$ cat src/pmrs_pkg.sv
package pmrs_pkg;

    // ==========================================================
    // power modes
    typedef enum logic [2:0] {
        PM_ACTIVE,
        PM_IDLE,
        PM_SLEEP,
        PM_PDS,
        PM_EXTENDED_POWER_DOWN_SLEEP,
        PM_OFF
    } pmrs_mode_e;

    // ==========================================================
    // sizes
    localparam int GPIO_N      = 20;
    localparam int GPIO_IDX_W  = 5;
    localparam int TMR_W       = 32;
    localparam int CLK_N       = 8;

    // ==========================================================
    // timing, from 250 MHz system clock
    localparam int CLK_PERIOD_NS   = 4;
    localparam int BUCK_SETTLE_NS  = 1000;
    localparam int BUCK_CYC = (BUCK_SETTLE_NS + CLK_PERIOD_NS - 1) / CLK_PERIOD_NS;
    localparam int CNT_W           = 16;

    // ==========================================================
    // wake cause encoding
    localparam logic [1:0] CAUSE_NONE  = 2'h0;
    localparam logic [1:0] CAUSE_TIMER = 2'h1;
    localparam logic [1:0] CAUSE_GPIO  = 2'h2;

    typedef struct packed {
        logic                  fromOff;
        logic [1:0]            cause;
        logic [GPIO_IDX_W-1:0] gpioIdx;
    } pmrs_wake_s;

    typedef struct packed {
        logic cpuRun;
        logic busClkOn;
        logic coreOn;
        logic radioOn;
        logic regsOn;
        logic ramOn;
        logic ldoLow;
        logic lpoOn;
    } pmrs_dom_s;

endpackage

$ cat src/pmrs_wake_ret.sv
// retained wake-cause store, powered with the gpio domain
module pmrs_wake_ret (
    input  wire logic               clk,
    input  wire logic               porRst,
    input  wire logic               wr,
    input  wire pmrs_pkg::pmrs_wake_s wd,
    input  wire logic               clr,
    output pmrs_pkg::pmrs_wake_s    rd
);
    pmrs_pkg::pmrs_wake_s mem_q;

    always_ff @(posedge clk) begin
        if (porRst) begin
            mem_q <= '0;
        end else if (wr) begin
            mem_q <= wd;
        end else if (clr) begin
            mem_q <= '0;
        end
    end

    assign rd = mem_q;
endmodule

$ cat src/pmrs_sequencer.sv
module pmrs_sequencer (
    input  wire logic                          clk,
    input  wire logic                          sys_rst,
    input  wire logic                          external_reset_n,
    input  wire logic                          brownout,
    input  wire logic                          ldoRfStable,
    input  wire logic                          ldoDigStable,
    input  wire logic                          lpoExtClkSel,
    input  wire logic                          lpoTick,
    input  wire logic                          modeReqValid,
    input  wire pmrs_pkg::pmrs_mode_e          modeReq,
    input  wire logic                          offTimedWake,
    input  wire logic [pmrs_pkg::TMR_W-1:0]    wakeInterval,
    input  wire logic                          wait_for_interrupt_state,
    input  wire logic [pmrs_pkg::GPIO_N-1:0]   gpioWake,
    input  wire logic [pmrs_pkg::CLK_N-1:0]    clkGateOk,
    input  wire logic                          initDone,
    input  wire logic                          wakeCauseClr,
    output logic                               buckEn,
    output logic                               ldoRfEn,
    output logic                               ldoDigEn,
    output logic                               coreRst,
    output logic                               shutdown,
    output logic                               cpuHalt,
    output logic                               busClkEn,
    output logic [pmrs_pkg::CLK_N-1:0]         clkEn,
    output logic                               radioPwr,
    output logic                               corePwr,
    output logic                               regsPwr,
    output logic                               ramPwr,
    output logic                               ldoLowV,
    output logic                               lpoPwr,
    output logic                               lpoXtalSel,
    output pmrs_pkg::pmrs_mode_e               curMode,
    output logic                               inInit,
    output pmrs_pkg::pmrs_wake_s               wakeCause
);
    // ==========================================================
    // power-up sequence states
    typedef enum logic [2:0] {
        SQ_OFF,
        SQ_BUCK,
        SQ_LDO,
        SQ_RUN,
        SQ_SHUT
    } pmrs_seq_e;

    pmrs_seq_e                  seq_q, seq_d;
    pmrs_pkg::pmrs_mode_e       mode_q, mode_d;
    pmrs_pkg::pmrs_mode_e       pend_q;
    logic                       pendV_q;
    logic                       timed_q;
    logic                       init_q;
    logic [pmrs_pkg::CNT_W-1:0] cnt_q;
    logic [pmrs_pkg::TMR_W-1:0] tmr_q;
    logic [pmrs_pkg::TMR_W-1:0] ivl_q;
    pmrs_pkg::pmrs_dom_s        dom_q, dom_d;
    logic [pmrs_pkg::CLK_N-1:0] clkEn_q;

    // ==========================================================
    // reset sources
    wire hardRst = sys_rst | ~external_reset_n;
    wire bo      = brownout;

    // ==========================================================
    // wake detection
    wire lowMode  = (mode_q == pmrs_pkg::PM_SLEEP) | (mode_q == pmrs_pkg::PM_PDS)
                  | (mode_q == pmrs_pkg::PM_EXTENDED_POWER_DOWN_SLEEP) | (mode_q == pmrs_pkg::PM_OFF);
    wire tmrArmed = lowMode & (mode_q != pmrs_pkg::PM_OFF | timed_q);
    wire tmrHit   = tmrArmed & lpoTick & (tmr_q >= ivl_q);
    wire gpioHit  = lowMode & (|gpioWake);
    wire wakeHit  = tmrHit | gpioHit;
    wire wakeIdle = (mode_q == pmrs_pkg::PM_IDLE) & (|gpioWake);

    logic [pmrs_pkg::GPIO_IDX_W-1:0] gpioIdx;
    always_comb begin
        gpioIdx = '0;
        for (int i = pmrs_pkg::GPIO_N - 1; i >= 0; i--) begin
            if (gpioWake[i]) begin
                gpioIdx = i[pmrs_pkg::GPIO_IDX_W-1:0];
            end
        end
    end

    // gpio wins a tie so the recorded pin is never lost
    pmrs_pkg::pmrs_wake_s wakeRec;
    assign wakeRec.fromOff = (mode_q == pmrs_pkg::PM_OFF);
    assign wakeRec.cause   = gpioHit ? pmrs_pkg::CAUSE_GPIO : pmrs_pkg::CAUSE_TIMER;
    assign wakeRec.gpioIdx = gpioHit ? gpioIdx : '0;

    wire retWr = wakeHit & (seq_q == SQ_RUN);

    // cause survives external reset; only sys_rst, a brownout or firmware clear drops it
    pmrs_wake_ret u_ret (
        .clk    (clk),
        .porRst (sys_rst | bo),
        .wr     (retWr),
        .wd     (wakeRec),
        .clr    (wakeCauseClr),
        .rd     (wakeCause)
    );

    // ==========================================================
    // mode request: only latched from firmware, applied on wfi
    wire reqTake = modeReqValid & (seq_q == SQ_RUN) & ~init_q;
    wire applyNow = (pendV_q | reqTake) & wait_for_interrupt_state & ~lowMode;
    wire pmrs_pkg::pmrs_mode_e nextReq = reqTake ? modeReq : pend_q;

    // ==========================================================
    // power-up sequencer
    wire cntDone = (cnt_q >= pmrs_pkg::CNT_W'(pmrs_pkg::BUCK_CYC));
    wire offWake = wakeHit & (mode_q == pmrs_pkg::PM_OFF);

    always_comb begin
        seq_d = seq_q;
        case (seq_q)
            SQ_OFF:  seq_d = SQ_BUCK;
            SQ_BUCK: if (cntDone) begin
                seq_d = SQ_LDO;
            end
            SQ_LDO:  if (ldoRfStable & ldoDigStable) begin
                seq_d = SQ_RUN;
            end
            SQ_RUN:  if (offWake) begin
                seq_d = SQ_OFF;
            end
            SQ_SHUT: seq_d = SQ_SHUT;
            default: seq_d = SQ_OFF;
        endcase
        if (bo) begin
            seq_d = SQ_SHUT;
        end
    end

    always_comb begin
        mode_d = mode_q;
        if (seq_q != SQ_RUN) begin
            mode_d = pmrs_pkg::PM_ACTIVE;
        end else if (wakeHit) begin
            mode_d = pmrs_pkg::PM_ACTIVE;
        end else if (wakeIdle) begin
            mode_d = pmrs_pkg::PM_ACTIVE;
        end else if (applyNow) begin
            mode_d = nextReq;
        end
    end

    // ==========================================================
    // domains kept up in each mode except off, written by field name so that
    // a bit moved in the struct cannot silently power the wrong domain
    localparam pmrs_pkg::pmrs_dom_s DOM_ACTIVE = '{
        cpuRun:   1'b1,
        busClkOn: 1'b1,
        coreOn:   1'b1,
        radioOn:  1'b1,
        regsOn:   1'b1,
        ramOn:    1'b1,
        ldoLow:   1'b0,
        lpoOn:    1'b1
    };

    localparam pmrs_pkg::pmrs_dom_s DOM_IDLE = '{
        cpuRun:   1'b0,
        busClkOn: 1'b1,
        coreOn:   1'b1,
        radioOn:  1'b1,
        regsOn:   1'b1,
        ramOn:    1'b1,
        ldoLow:   1'b0,
        lpoOn:    1'b1
    };

    localparam pmrs_pkg::pmrs_dom_s DOM_SLEEP = '{
        cpuRun:   1'b0,
        busClkOn: 1'b0,
        coreOn:   1'b1,
        radioOn:  1'b1,
        regsOn:   1'b1,
        ramOn:    1'b1,
        ldoLow:   1'b1,
        lpoOn:    1'b1
    };

    localparam pmrs_pkg::pmrs_dom_s DOM_PDS = '{
        cpuRun:   1'b0,
        busClkOn: 1'b0,
        coreOn:   1'b0,
        radioOn:  1'b0,
        regsOn:   1'b1,
        ramOn:    1'b1,
        ldoLow:   1'b0,
        lpoOn:    1'b1
    };

    localparam pmrs_pkg::pmrs_dom_s DOM_EXTENDED_POWER_DOWN_SLEEP = '{
        cpuRun:   1'b0,
        busClkOn: 1'b0,
        coreOn:   1'b0,
        radioOn:  1'b0,
        regsOn:   1'b0,
        ramOn:    1'b1,
        ldoLow:   1'b0,
        lpoOn:    1'b1
    };

    // ==========================================================
    // domain control per mode
    always_comb begin
        dom_d = '0;
        case (mode_q)
            pmrs_pkg::PM_ACTIVE: dom_d = DOM_ACTIVE;
            pmrs_pkg::PM_IDLE:   dom_d = DOM_IDLE;
            pmrs_pkg::PM_SLEEP:  dom_d = DOM_SLEEP;
            pmrs_pkg::PM_PDS:    dom_d = DOM_PDS;
            pmrs_pkg::PM_EXTENDED_POWER_DOWN_SLEEP:   dom_d = DOM_EXTENDED_POWER_DOWN_SLEEP;
            pmrs_pkg::PM_OFF:    dom_d = {7'h00, timed_q};
            default:             dom_d = '0;
        endcase
        if (seq_q != SQ_RUN) begin
            dom_d = {8'h00};
        end
    end

    // each clock the sleep logic may gate; all on when awake
    logic [pmrs_pkg::CLK_N-1:0] clkEn_d;
    generate
        for (genvar c = 0; c < pmrs_pkg::CLK_N; c++) begin : g_clk
            assign clkEn_d[c] = (seq_q == SQ_RUN) &
                ((mode_q == pmrs_pkg::PM_ACTIVE) | (mode_q == pmrs_pkg::PM_IDLE) |
                 ((mode_q == pmrs_pkg::PM_SLEEP) & ~clkGateOk[c]));
        end
    endgenerate

    // ==========================================================
    // registers
    always_ff @(posedge clk) begin
        if (hardRst) begin
            seq_q <= SQ_OFF;
        end else begin
            seq_q <= seq_d;
        end
    end

    always_ff @(posedge clk) begin
        if (hardRst | seq_q != SQ_BUCK) begin
            cnt_q <= '0;
        end else if (!cntDone) begin
            cnt_q <= cnt_q + 1'b1;
        end
    end

    always_ff @(posedge clk) begin
        if (hardRst) begin
            mode_q <= pmrs_pkg::PM_ACTIVE;
            dom_q  <= '0;
            clkEn_q <= '0;
        end else begin
            mode_q <= mode_d;
            dom_q  <= dom_d;
            clkEn_q <= clkEn_d;
        end
    end

    always_ff @(posedge clk) begin
        if (hardRst | applyNow | seq_q != SQ_RUN) begin
            pendV_q <= 1'b0;
            pend_q  <= pmrs_pkg::PM_ACTIVE;
        end else if (reqTake) begin
            pendV_q <= 1'b1;
            pend_q  <= modeReq;
        end
    end

    // timer config captured on entry so it holds through the low-power state
    always_ff @(posedge clk) begin
        if (hardRst) begin
            timed_q <= 1'b0;
            ivl_q   <= '0;
        end else if (applyNow) begin
            timed_q <= offTimedWake;
            ivl_q   <= wakeInterval;
        end
    end

    always_ff @(posedge clk) begin
        if (hardRst | ~lowMode | applyNow) begin
            tmr_q <= '0;
        end else if (tmrArmed & lpoTick & (tmr_q != '1)) begin
            tmr_q <= tmr_q + 1'b1;
        end
    end

    // full init after every core release, including deep off exit
    always_ff @(posedge clk) begin
        if (hardRst | seq_q != SQ_RUN) begin
            init_q <= 1'b1;
        end else if (initDone) begin
            init_q <= 1'b0;
        end
    end

    // ==========================================================
    // outputs
    wire pwrUp = (seq_q != SQ_OFF) & (seq_q != SQ_SHUT);
    assign buckEn     = pwrUp & ~(mode_q == pmrs_pkg::PM_OFF);
    assign ldoRfEn    = ((seq_q == SQ_LDO) | (seq_q == SQ_RUN)) & (mode_q != pmrs_pkg::PM_OFF);
    assign ldoDigEn   = ldoRfEn;
    assign coreRst    = (seq_q != SQ_RUN) | hardRst;
    assign shutdown   = (seq_q == SQ_SHUT);
    assign cpuHalt    = ~dom_q.cpuRun;
    assign busClkEn   = dom_q.busClkOn;
    assign clkEn      = clkEn_q;
    assign radioPwr   = dom_q.radioOn;
    assign corePwr    = dom_q.coreOn;
    assign regsPwr    = dom_q.regsOn;
    assign ramPwr     = dom_q.ramOn;
    assign ldoLowV    = dom_q.ldoLow;
    assign lpoPwr     = dom_q.lpoOn | (mode_q != pmrs_pkg::PM_OFF & seq_q == SQ_RUN);
    assign lpoXtalSel = ~lpoExtClkSel;
    assign curMode    = mode_q;
    assign inInit     = init_q;
endmodule

$ cat config.mk
export PLATFORM = sky130hd
export DESIGN_NAME = pmrs_sequencer
export DESIGN_NICKNAME = d
export VERILOG_FILES = /design/src/pmrs_pkg.sv /design/src/pmrs_wake_ret.sv /design/src/pmrs_sequencer.sv
export SDC_FILE = /design/constraint.sdc
export NUM_CORES = 1
export LEC_CHECK = 0
export ABC_AREA = 1
export BUFFER_PORTS_ARGS = -buffer_cell sky130_fd_sc_hd__buf_4
export CAP_MARGIN = 30
export CORE_MARGIN = 2
export CORE_UTILIZATION = 30
export CTS_CLUSTER_SIZE = 28
export DETAILED_ROUTE_END_ITERATION = 8
export SYNTH_ARGS = -nofsm -noshare
export SYNTH_HDL_FRONTEND = slang
export SYNTH_SLANG_ARGS = --single-unit
$ cat constraint.sdc
create_clock -name clk -period 2.4 [get_ports clk]
set_clock_uncertainty 0.1 [all_clocks]
set_input_delay 0.24 -clock clk [delete_from_list [all_inputs] [get_ports clk]]
set_output_delay 0.24 -clock clk [all_outputs]
set_load 0.02 [all_outputs]
Word-level counts from Yosys, hierarchy flattened
Index checks and enable logic that the tools add are counted.
{"block": "totals", "register_bits": 116, "output_inout_bits": 34}
{"block": "classes", "n_bitwise": 72, "eq_ne": 20, "order_cmp": 2, "mux": 31, "add_sub_neg": 2, "reduce_logical": 10}
{"cell": "$mux W5", "count": 21}
{"cell": "$pmux W8 S6", "count": 1}
{"cell": "$and A1 B1 Y1", "count": 33}
{"cell": "$add A32 B1 Y32 const B", "count": 1}
{"cell": "$ge A32 B32 Y1", "count": 1}
{"cell": "$ne A32 B32 Y1 const B", "count": 1}
{"cell": "$or A1 B1 Y1", "count": 25}
{"cell": "$reduce_or A20 Y1", "count": 1}
{"cell": "$add A16 B1 Y16 const B", "count": 1}
{"cell": "$ge A16 B8 Y1 const B", "count": 1}
{"cell": "$mux W8", "count": 2}
{"cell": "$mux W3", "count": 5}
{"cell": "$ne A3 B3 Y1 const B", "count": 5}
{"cell": "$pmux W3 S5", "count": 1}
{"cell": "$not A1 Y1", "count": 14}
{"cell": "$eq A3 B2 Y1 const B", "count": 4}
{"cell": "$eq A3 B3 Y1 const B", "count": 3}
{"cell": "$eq A3 B1 Y1 const B", "count": 2}
{"cell": "$logic_not A3 Y1", "count": 2}
{"cell": "$ne A2 B2 Y1 const B", "count": 3}
{"cell": "$reduce_and A3 Y1", "count": 2}
{"cell": "$reduce_or A2 Y1", "count": 2}
{"cell": "$reduce_or A4 Y1", "count": 1}
{"cell": "$ne A3 B1 Y1 const B", "count": 1}
{"cell": "other kinds (4)", "count": 4}

Logic depth before layout (Yosys ltp)
{"block": "depth", "word_depth": 22, "mapped_depth": 21, "mapped_depth_nobuf": 21}

Modules after synthesis
Synthesis repeated with hierarchy kept, for this count alone.
{"block": "unflattened", "cells_unflattened": 810, "area_unflattened_um2": 5854.4}
{"mod": "pmrs_sequencer", "instances": 1, "cells_each": 775, "seq_area_each_um2": 2142.1, "area_each_um2": 5559.1}
{"mod": "pmrs_wake_ret", "instances": 1, "cells_each": 35, "seq_area_each_um2": 160.2, "area_each_um2": 295.3}

Least setup slack after synthesis
Ideal clock, no wire load.
{"block": "synth_timing", "path_type": "reg2reg", "start": "register mode_q[2] (netlist: curMode[2])", "end": "register tmr_q[17] (netlist name)", "n_path_buf": 0, "t_required_ps": 2169, "setup_ps": 131, "t_arrival_ps": 1980, "path_stages_with_launch": 17, "setup_slack_ps": 189, "cell_sequence": "dfxtp_1 > inv_1 > nand2_1 > nor2_1 > nor2_2 > o21ai_1 > nand2_2 > nand2_2 > nor2_4 > nand2_4 > inv_6 > nand3_4 > or2_4 > nor2_1 > nand2_1 > nor2_1 > nor3b_2"}
{"block": "synth_between", "elab_chain_len": 7, "word_cells_on_any_way": 16}
{"item": "start, declared", "line_no": "pmrs_sequencer.sv:49", "rtl": "pmrs_pkg::pmrs_mode_e mode_q, mode_d;"}
{"item": "start signal, assigned", "line_no": "pmrs_sequencer.sv:254", "rtl": "mode_q <= pmrs_pkg::PM_ACTIVE;"}
{"item": "start signal, assigned", "line_no": "pmrs_sequencer.sv:258", "rtl": "mode_q <= mode_d;"}
{"item": "$eq A3 B2 Y1", "line_no": "pmrs_sequencer.sv:67", "rtl": "wire lowMode = (mode_q == pmrs_pkg::PM_SLEEP) | (mode_q == pmrs_pkg::PM_PDS)"}
{"item": "$or A1 B1 Y1", "line_no": "pmrs_sequencer.sv:67"}
{"item": "$or A1 B1 Y1 (2 in series)", "line_no": "pmrs_sequencer.sv:68", "rtl": "| (mode_q == pmrs_pkg::PM_EXTENDED_POWER_DOWN_SLEEP) | (mode_q == pmrs_pkg::PM_OFF);"}
{"item": "$and A1 B1 Y1 / $not A1 Y1 (equally long branches)", "line_no": "pmrs_sequencer.sv:69, pmrs_sequencer.sv:106, pmrs_sequencer.sv:286"}
{"item": "$and A1 B1 Y1, or another cell as far along", "line_no": "pmrs_sequencer.sv:288", "rtl": "end else if (tmrArmed & lpoTick & (tmr_q != '1)) begin"}
{"item": "$and A1 B1 Y1 / $or A1 B1 Y1 (equally long branches)", "line_no": "pmrs_sequencer.sv:288, pmrs_sequencer.sv:286"}
{"item": "end signal, assigned", "line_no": "pmrs_sequencer.sv:289", "rtl": "tmr_q <= tmr_q + 1'b1;"}
{"item": "end, declared", "line_no": "pmrs_sequencer.sv:55", "rtl": "logic [pmrs_pkg::TMR_W-1:0] tmr_q;"}
Several ways; a longest one is shown, not always the timed one.
A chain may end at the register's enable or synchronous reset.

Worst setup path in the final report
{"block": "layout_timing", "start": "register mode_q[2] (netlist: curMode[2])", "end": "register tmr_q[15] (netlist name)"}
Same word-level chain as after synthesis.

==> summary.txt <==
Global routing
  • Grt met1 use: 0.174
  • First-pass GRT wire length: 23400 um
  • GRT Overall Usage: 0.144
  • Met2 global-route usage: 0.245
  • Vias in the first global route: 5146
  • GRT busiest layer: met2
  • Initial antenna violation count: 0
  • Met3 Resource Use GR: 0.0421
  • Largest net degree at the start of global routing: 66
  • Grt total ovfl: 0

STA
  • Crit path time final: 2.26 ns
  • TNS Setup: 0 ns
  • Final period utilization: 0.941
  • Worst-Margin Slew: 0.616 ns
  • Final setup violating endpoints: 0
  • Worst Hold Slack: 0.0113 ns
  • Hold Fails Final Rpt: 0
  • Fmax: 0.443 GHz
  • Max-slew violations: 0
  • Worst slew margin: 0.586

Setup path
  • Critical setup path kind: reg -> reg
  • R2r endpoint: tmr_q[15]
  • Launching point of the worst reg2reg path: curMode[2]
  • Required @ worst endpoint: 2.59 ns
  • FF-to-FF path depth: 15
  • CP startpoint: curMode[2]
  • Crit path to: tmr_q[15]
  • Critical Path Fanout Max: 6
  • Slowest CP cell: dfxtp_4
  • R2R Setup Slk: 0.14 ns
  • Setup crit start kind: flip-flop
  • Worst Path Arrival: 2.44 ns
  • CP endpoint kind: flip-flop
  • Crit-path cells: inv_2, nand2_1, nor2_2, nor2_2, o21ai_1, nand2_2, nand2_2, nor2_4, nand2_4, inv_6, nand2_2, nor2_4, nand4_1, o21ai_0, a21oi_1
  • Critical Path Max Stage Delay: 0.38 ns
  • Most used cell, CP: nand2_2

Worst hold path
  • Hold Path Class: in -> reg
  • Worst Hold Depth: 3

Job
  • Max cap viols: 0

Yosys
  • Yosys top cell by area: dfxtp_1
  • Post-synth EDFFs: 0
  • Post-Syn Nets: 891
  • Ys async rst share: 0
  • Count of different cell masters after synthesis: 51
  • Synth warn: 0
  • Synthesized cell area: 5760 um^2
  • Sequential share of the synthesized area: 0.399
  • Yosys top cell area share: 0.399
  • Mean post-synth cell area: 7.39 um^2
  • Main area contributors after synthesis: dfxtp_1 (40%), inv_1 (8.5%), a21oi_1 (7.8%), ha_1 (7.6%), nand2_1 (7.2%)
  • Flops & latches, synth: 115
  • Ys flop type: dfxtp_1
  • Mapped Cells: 780

Detailed routing
  • WL per Instance: 12.0 um
  • Vias per std cell: 4.58
  • Via Count: 5473
  • Initial detailed-routing violation count: 237
  • Detail Route Antenna Nets: 0
  • First-pass detailed-route iteration total: 5
  • DRC: 0
  • Drt total wl: 14300 um

Final layout
  • Layout cell share with drive strength beyond 1: 0.211
  • Antenna Cells: 0
  • Layout Nets: 1058
  • Design Area, Final: 7940 um^2
  • Synth-to-layout area growth: 37.8%
  • Commonest non-fill, non-tap cells in the layout: buf_4 (130), inv_1 (129), dfxtp_1 (113)
  • Commonest non-fill, non-tap cell in the layout: buf_4
  • Finished Core Util: 0.423

CTS
  • H-tree depth: 4
  • Total CTS buffers: 17
  • Root Driver: clkbuf_16
  • Clk Latency, worst-skew pair: 0.42 ns
  • CTS tree: built
  • Clock Tree Buf Depth: 2
  • CTS Sinks: 115
  • Clk slew on worst S/H paths: 0.06 ns

Floorplan
  • Die W: 143 um
  • Die height: 143 um
  • Starting Density: 0.307
  • Cell Rows: 50
  • Number of I/O pins: 110
  • DIE AREA: 20300 um^2
  • Total core area: 18800 um^2

Outcome
  • Status: finished, final reports clean

Placed design
  • Cell Area, Placed: 6950 um^2
  • Port bufs: 109
  • Post-DP HPWL: 10700 um
  • Routability cong.: 0.836

Power
  • Peak VDD IR: 0.500 mV
  • LEAKAGE: 3.31 nW
  • PwrDens: 582 nW/um^2
-- power by group --
part | total, mW | internal (mW) | leakage (nW) | switching, mW
sequential | 1.91 | 1.91 | 0.927 | 0.00248
clock | 2.50 | 1.54 | 0.274 | 0.957
combinational | 0.218 | 0.136 | 2.11 | 0.0816
-- per-stage QoR --
step                      power, mW  setup WS (ns)  cells
final                          4.63          0.141   1194
after global routing           4.80       -0.00369   1194
after CTS                      4.69         0.0160   1188
after detailed placement       2.13        -0.0359   1124
after global placement         2.13        -0.0364   1124
after floorplan                2.01          0.189    780
-- worst min path at each step --
stage	end	startpoint	slack [ns]
2_1_floorplan	clkEn[0]	clkGateOk[0]	0.23
3_3_place_gp	clkEn[5]	clkGateOk[5]	0.31
3_5_place_dp	clkEn[6]	clkGateOk[6]	0.32
4_1_cts	ivl_q[9]	wakeInterval[9]	0.002
5_1_grt	ivl_q[4]	wakeInterval[4]	0.005
6_report	ivl_q[14]	wakeInterval[14]	0.01
-- worst max-delay path, delay by kind of cell (launching register included) --
kind / cells / cell delay (ns)
compound gates: 3 / 0.38
simple gates: 10 / 1.13
flops: 1 / 0.38
buf+inv: 2 / 0.15
-- what timing repair did --
item                                    in CTS  in global routing
endpoints found under the setup margin       8                 23
gates cloned                                 0                  0
resized for setup                            1                 15
hold endpoints to repair                    32                  0
buffers inserted                             0                  6
pin swaps                                    0                  4
hold buffers                                32                  0
-- kinds of logic (layout without fill, tap and decap cells) --
| family | count (synthesis) | after routing | share of synthesized area |
|---|---|---|---|
| and+or+nand+nor | 301 | 301 | 0.251 |
| AOI/OAI and AO/OA | 167 | 167 | 0.156 |
| buffers and inverters | 151 | 331 | 0.101 |
| DFF | 115 | 115 | 0.399 |
| adders and majority gates | 35 | 35 | 0.0760 |
| xor gates and xnor gates | 8 | 8 | 0.0122 |
| muxes | 3 | 3 | 0.00521 |
-- registers in the layout, indices dropped and copies added, names as in the netlist --
name,flops
inInit,1
pendV_q,1
dom_q,2
ramPwr,1
ivl_q,32
corePwr,1
pend_q,3
regsPwr,1
cnt_q,16
busClkEn,1
u_ret.rd,8
ldoLowV,1
clkEn,8
tmr_q,32
seq_q,3
curMode,3
timed_q,1
-- cell usage after synthesis, types with 2 or more instances --
master / count
a211oi_1: 5
a21oi_1: 90
and3_1: 2
buf_4: 2
clkbuf_1: 11
clkinv_1: 3
dfxtp_1: 115
ha_1: 35
inv_1: 131
mux2i_1: 3
nand2_1: 111
nand2_2: 4
nand3_1: 30
nand3_4: 2
nand3b_1: 2
nand4_1: 17
nor2_1: 79
nor2_2: 2
nor2_4: 5
nor3_1: 21
nor3b_1: 3
nor4_1: 7
nor4b_1: 2
o211ai_1: 4
o21a_1: 2
o21ai_0: 53
o21bai_1: 2
o31ai_1: 3
or2_0: 2
or2_2: 5
xnor2_1: 2
xor2_1: 6
-- layer usage --
metal	wire length [um]	vias to the layer above
met5	0	-
met4	188	0
met3	664	13
met2	6730	107
met1	6730	2441
li1	-	2912
-- layout make-up --
type,instances,area [um^2]
fill,1934,10800
multi-input combinational,514,2930
sequential,115,2310
timing repair buffer,163,1320
inverter,136,515
clock buffer,18,429
tap,234,293
clock inverter,14,156
(Power assumes the default switching activity.)
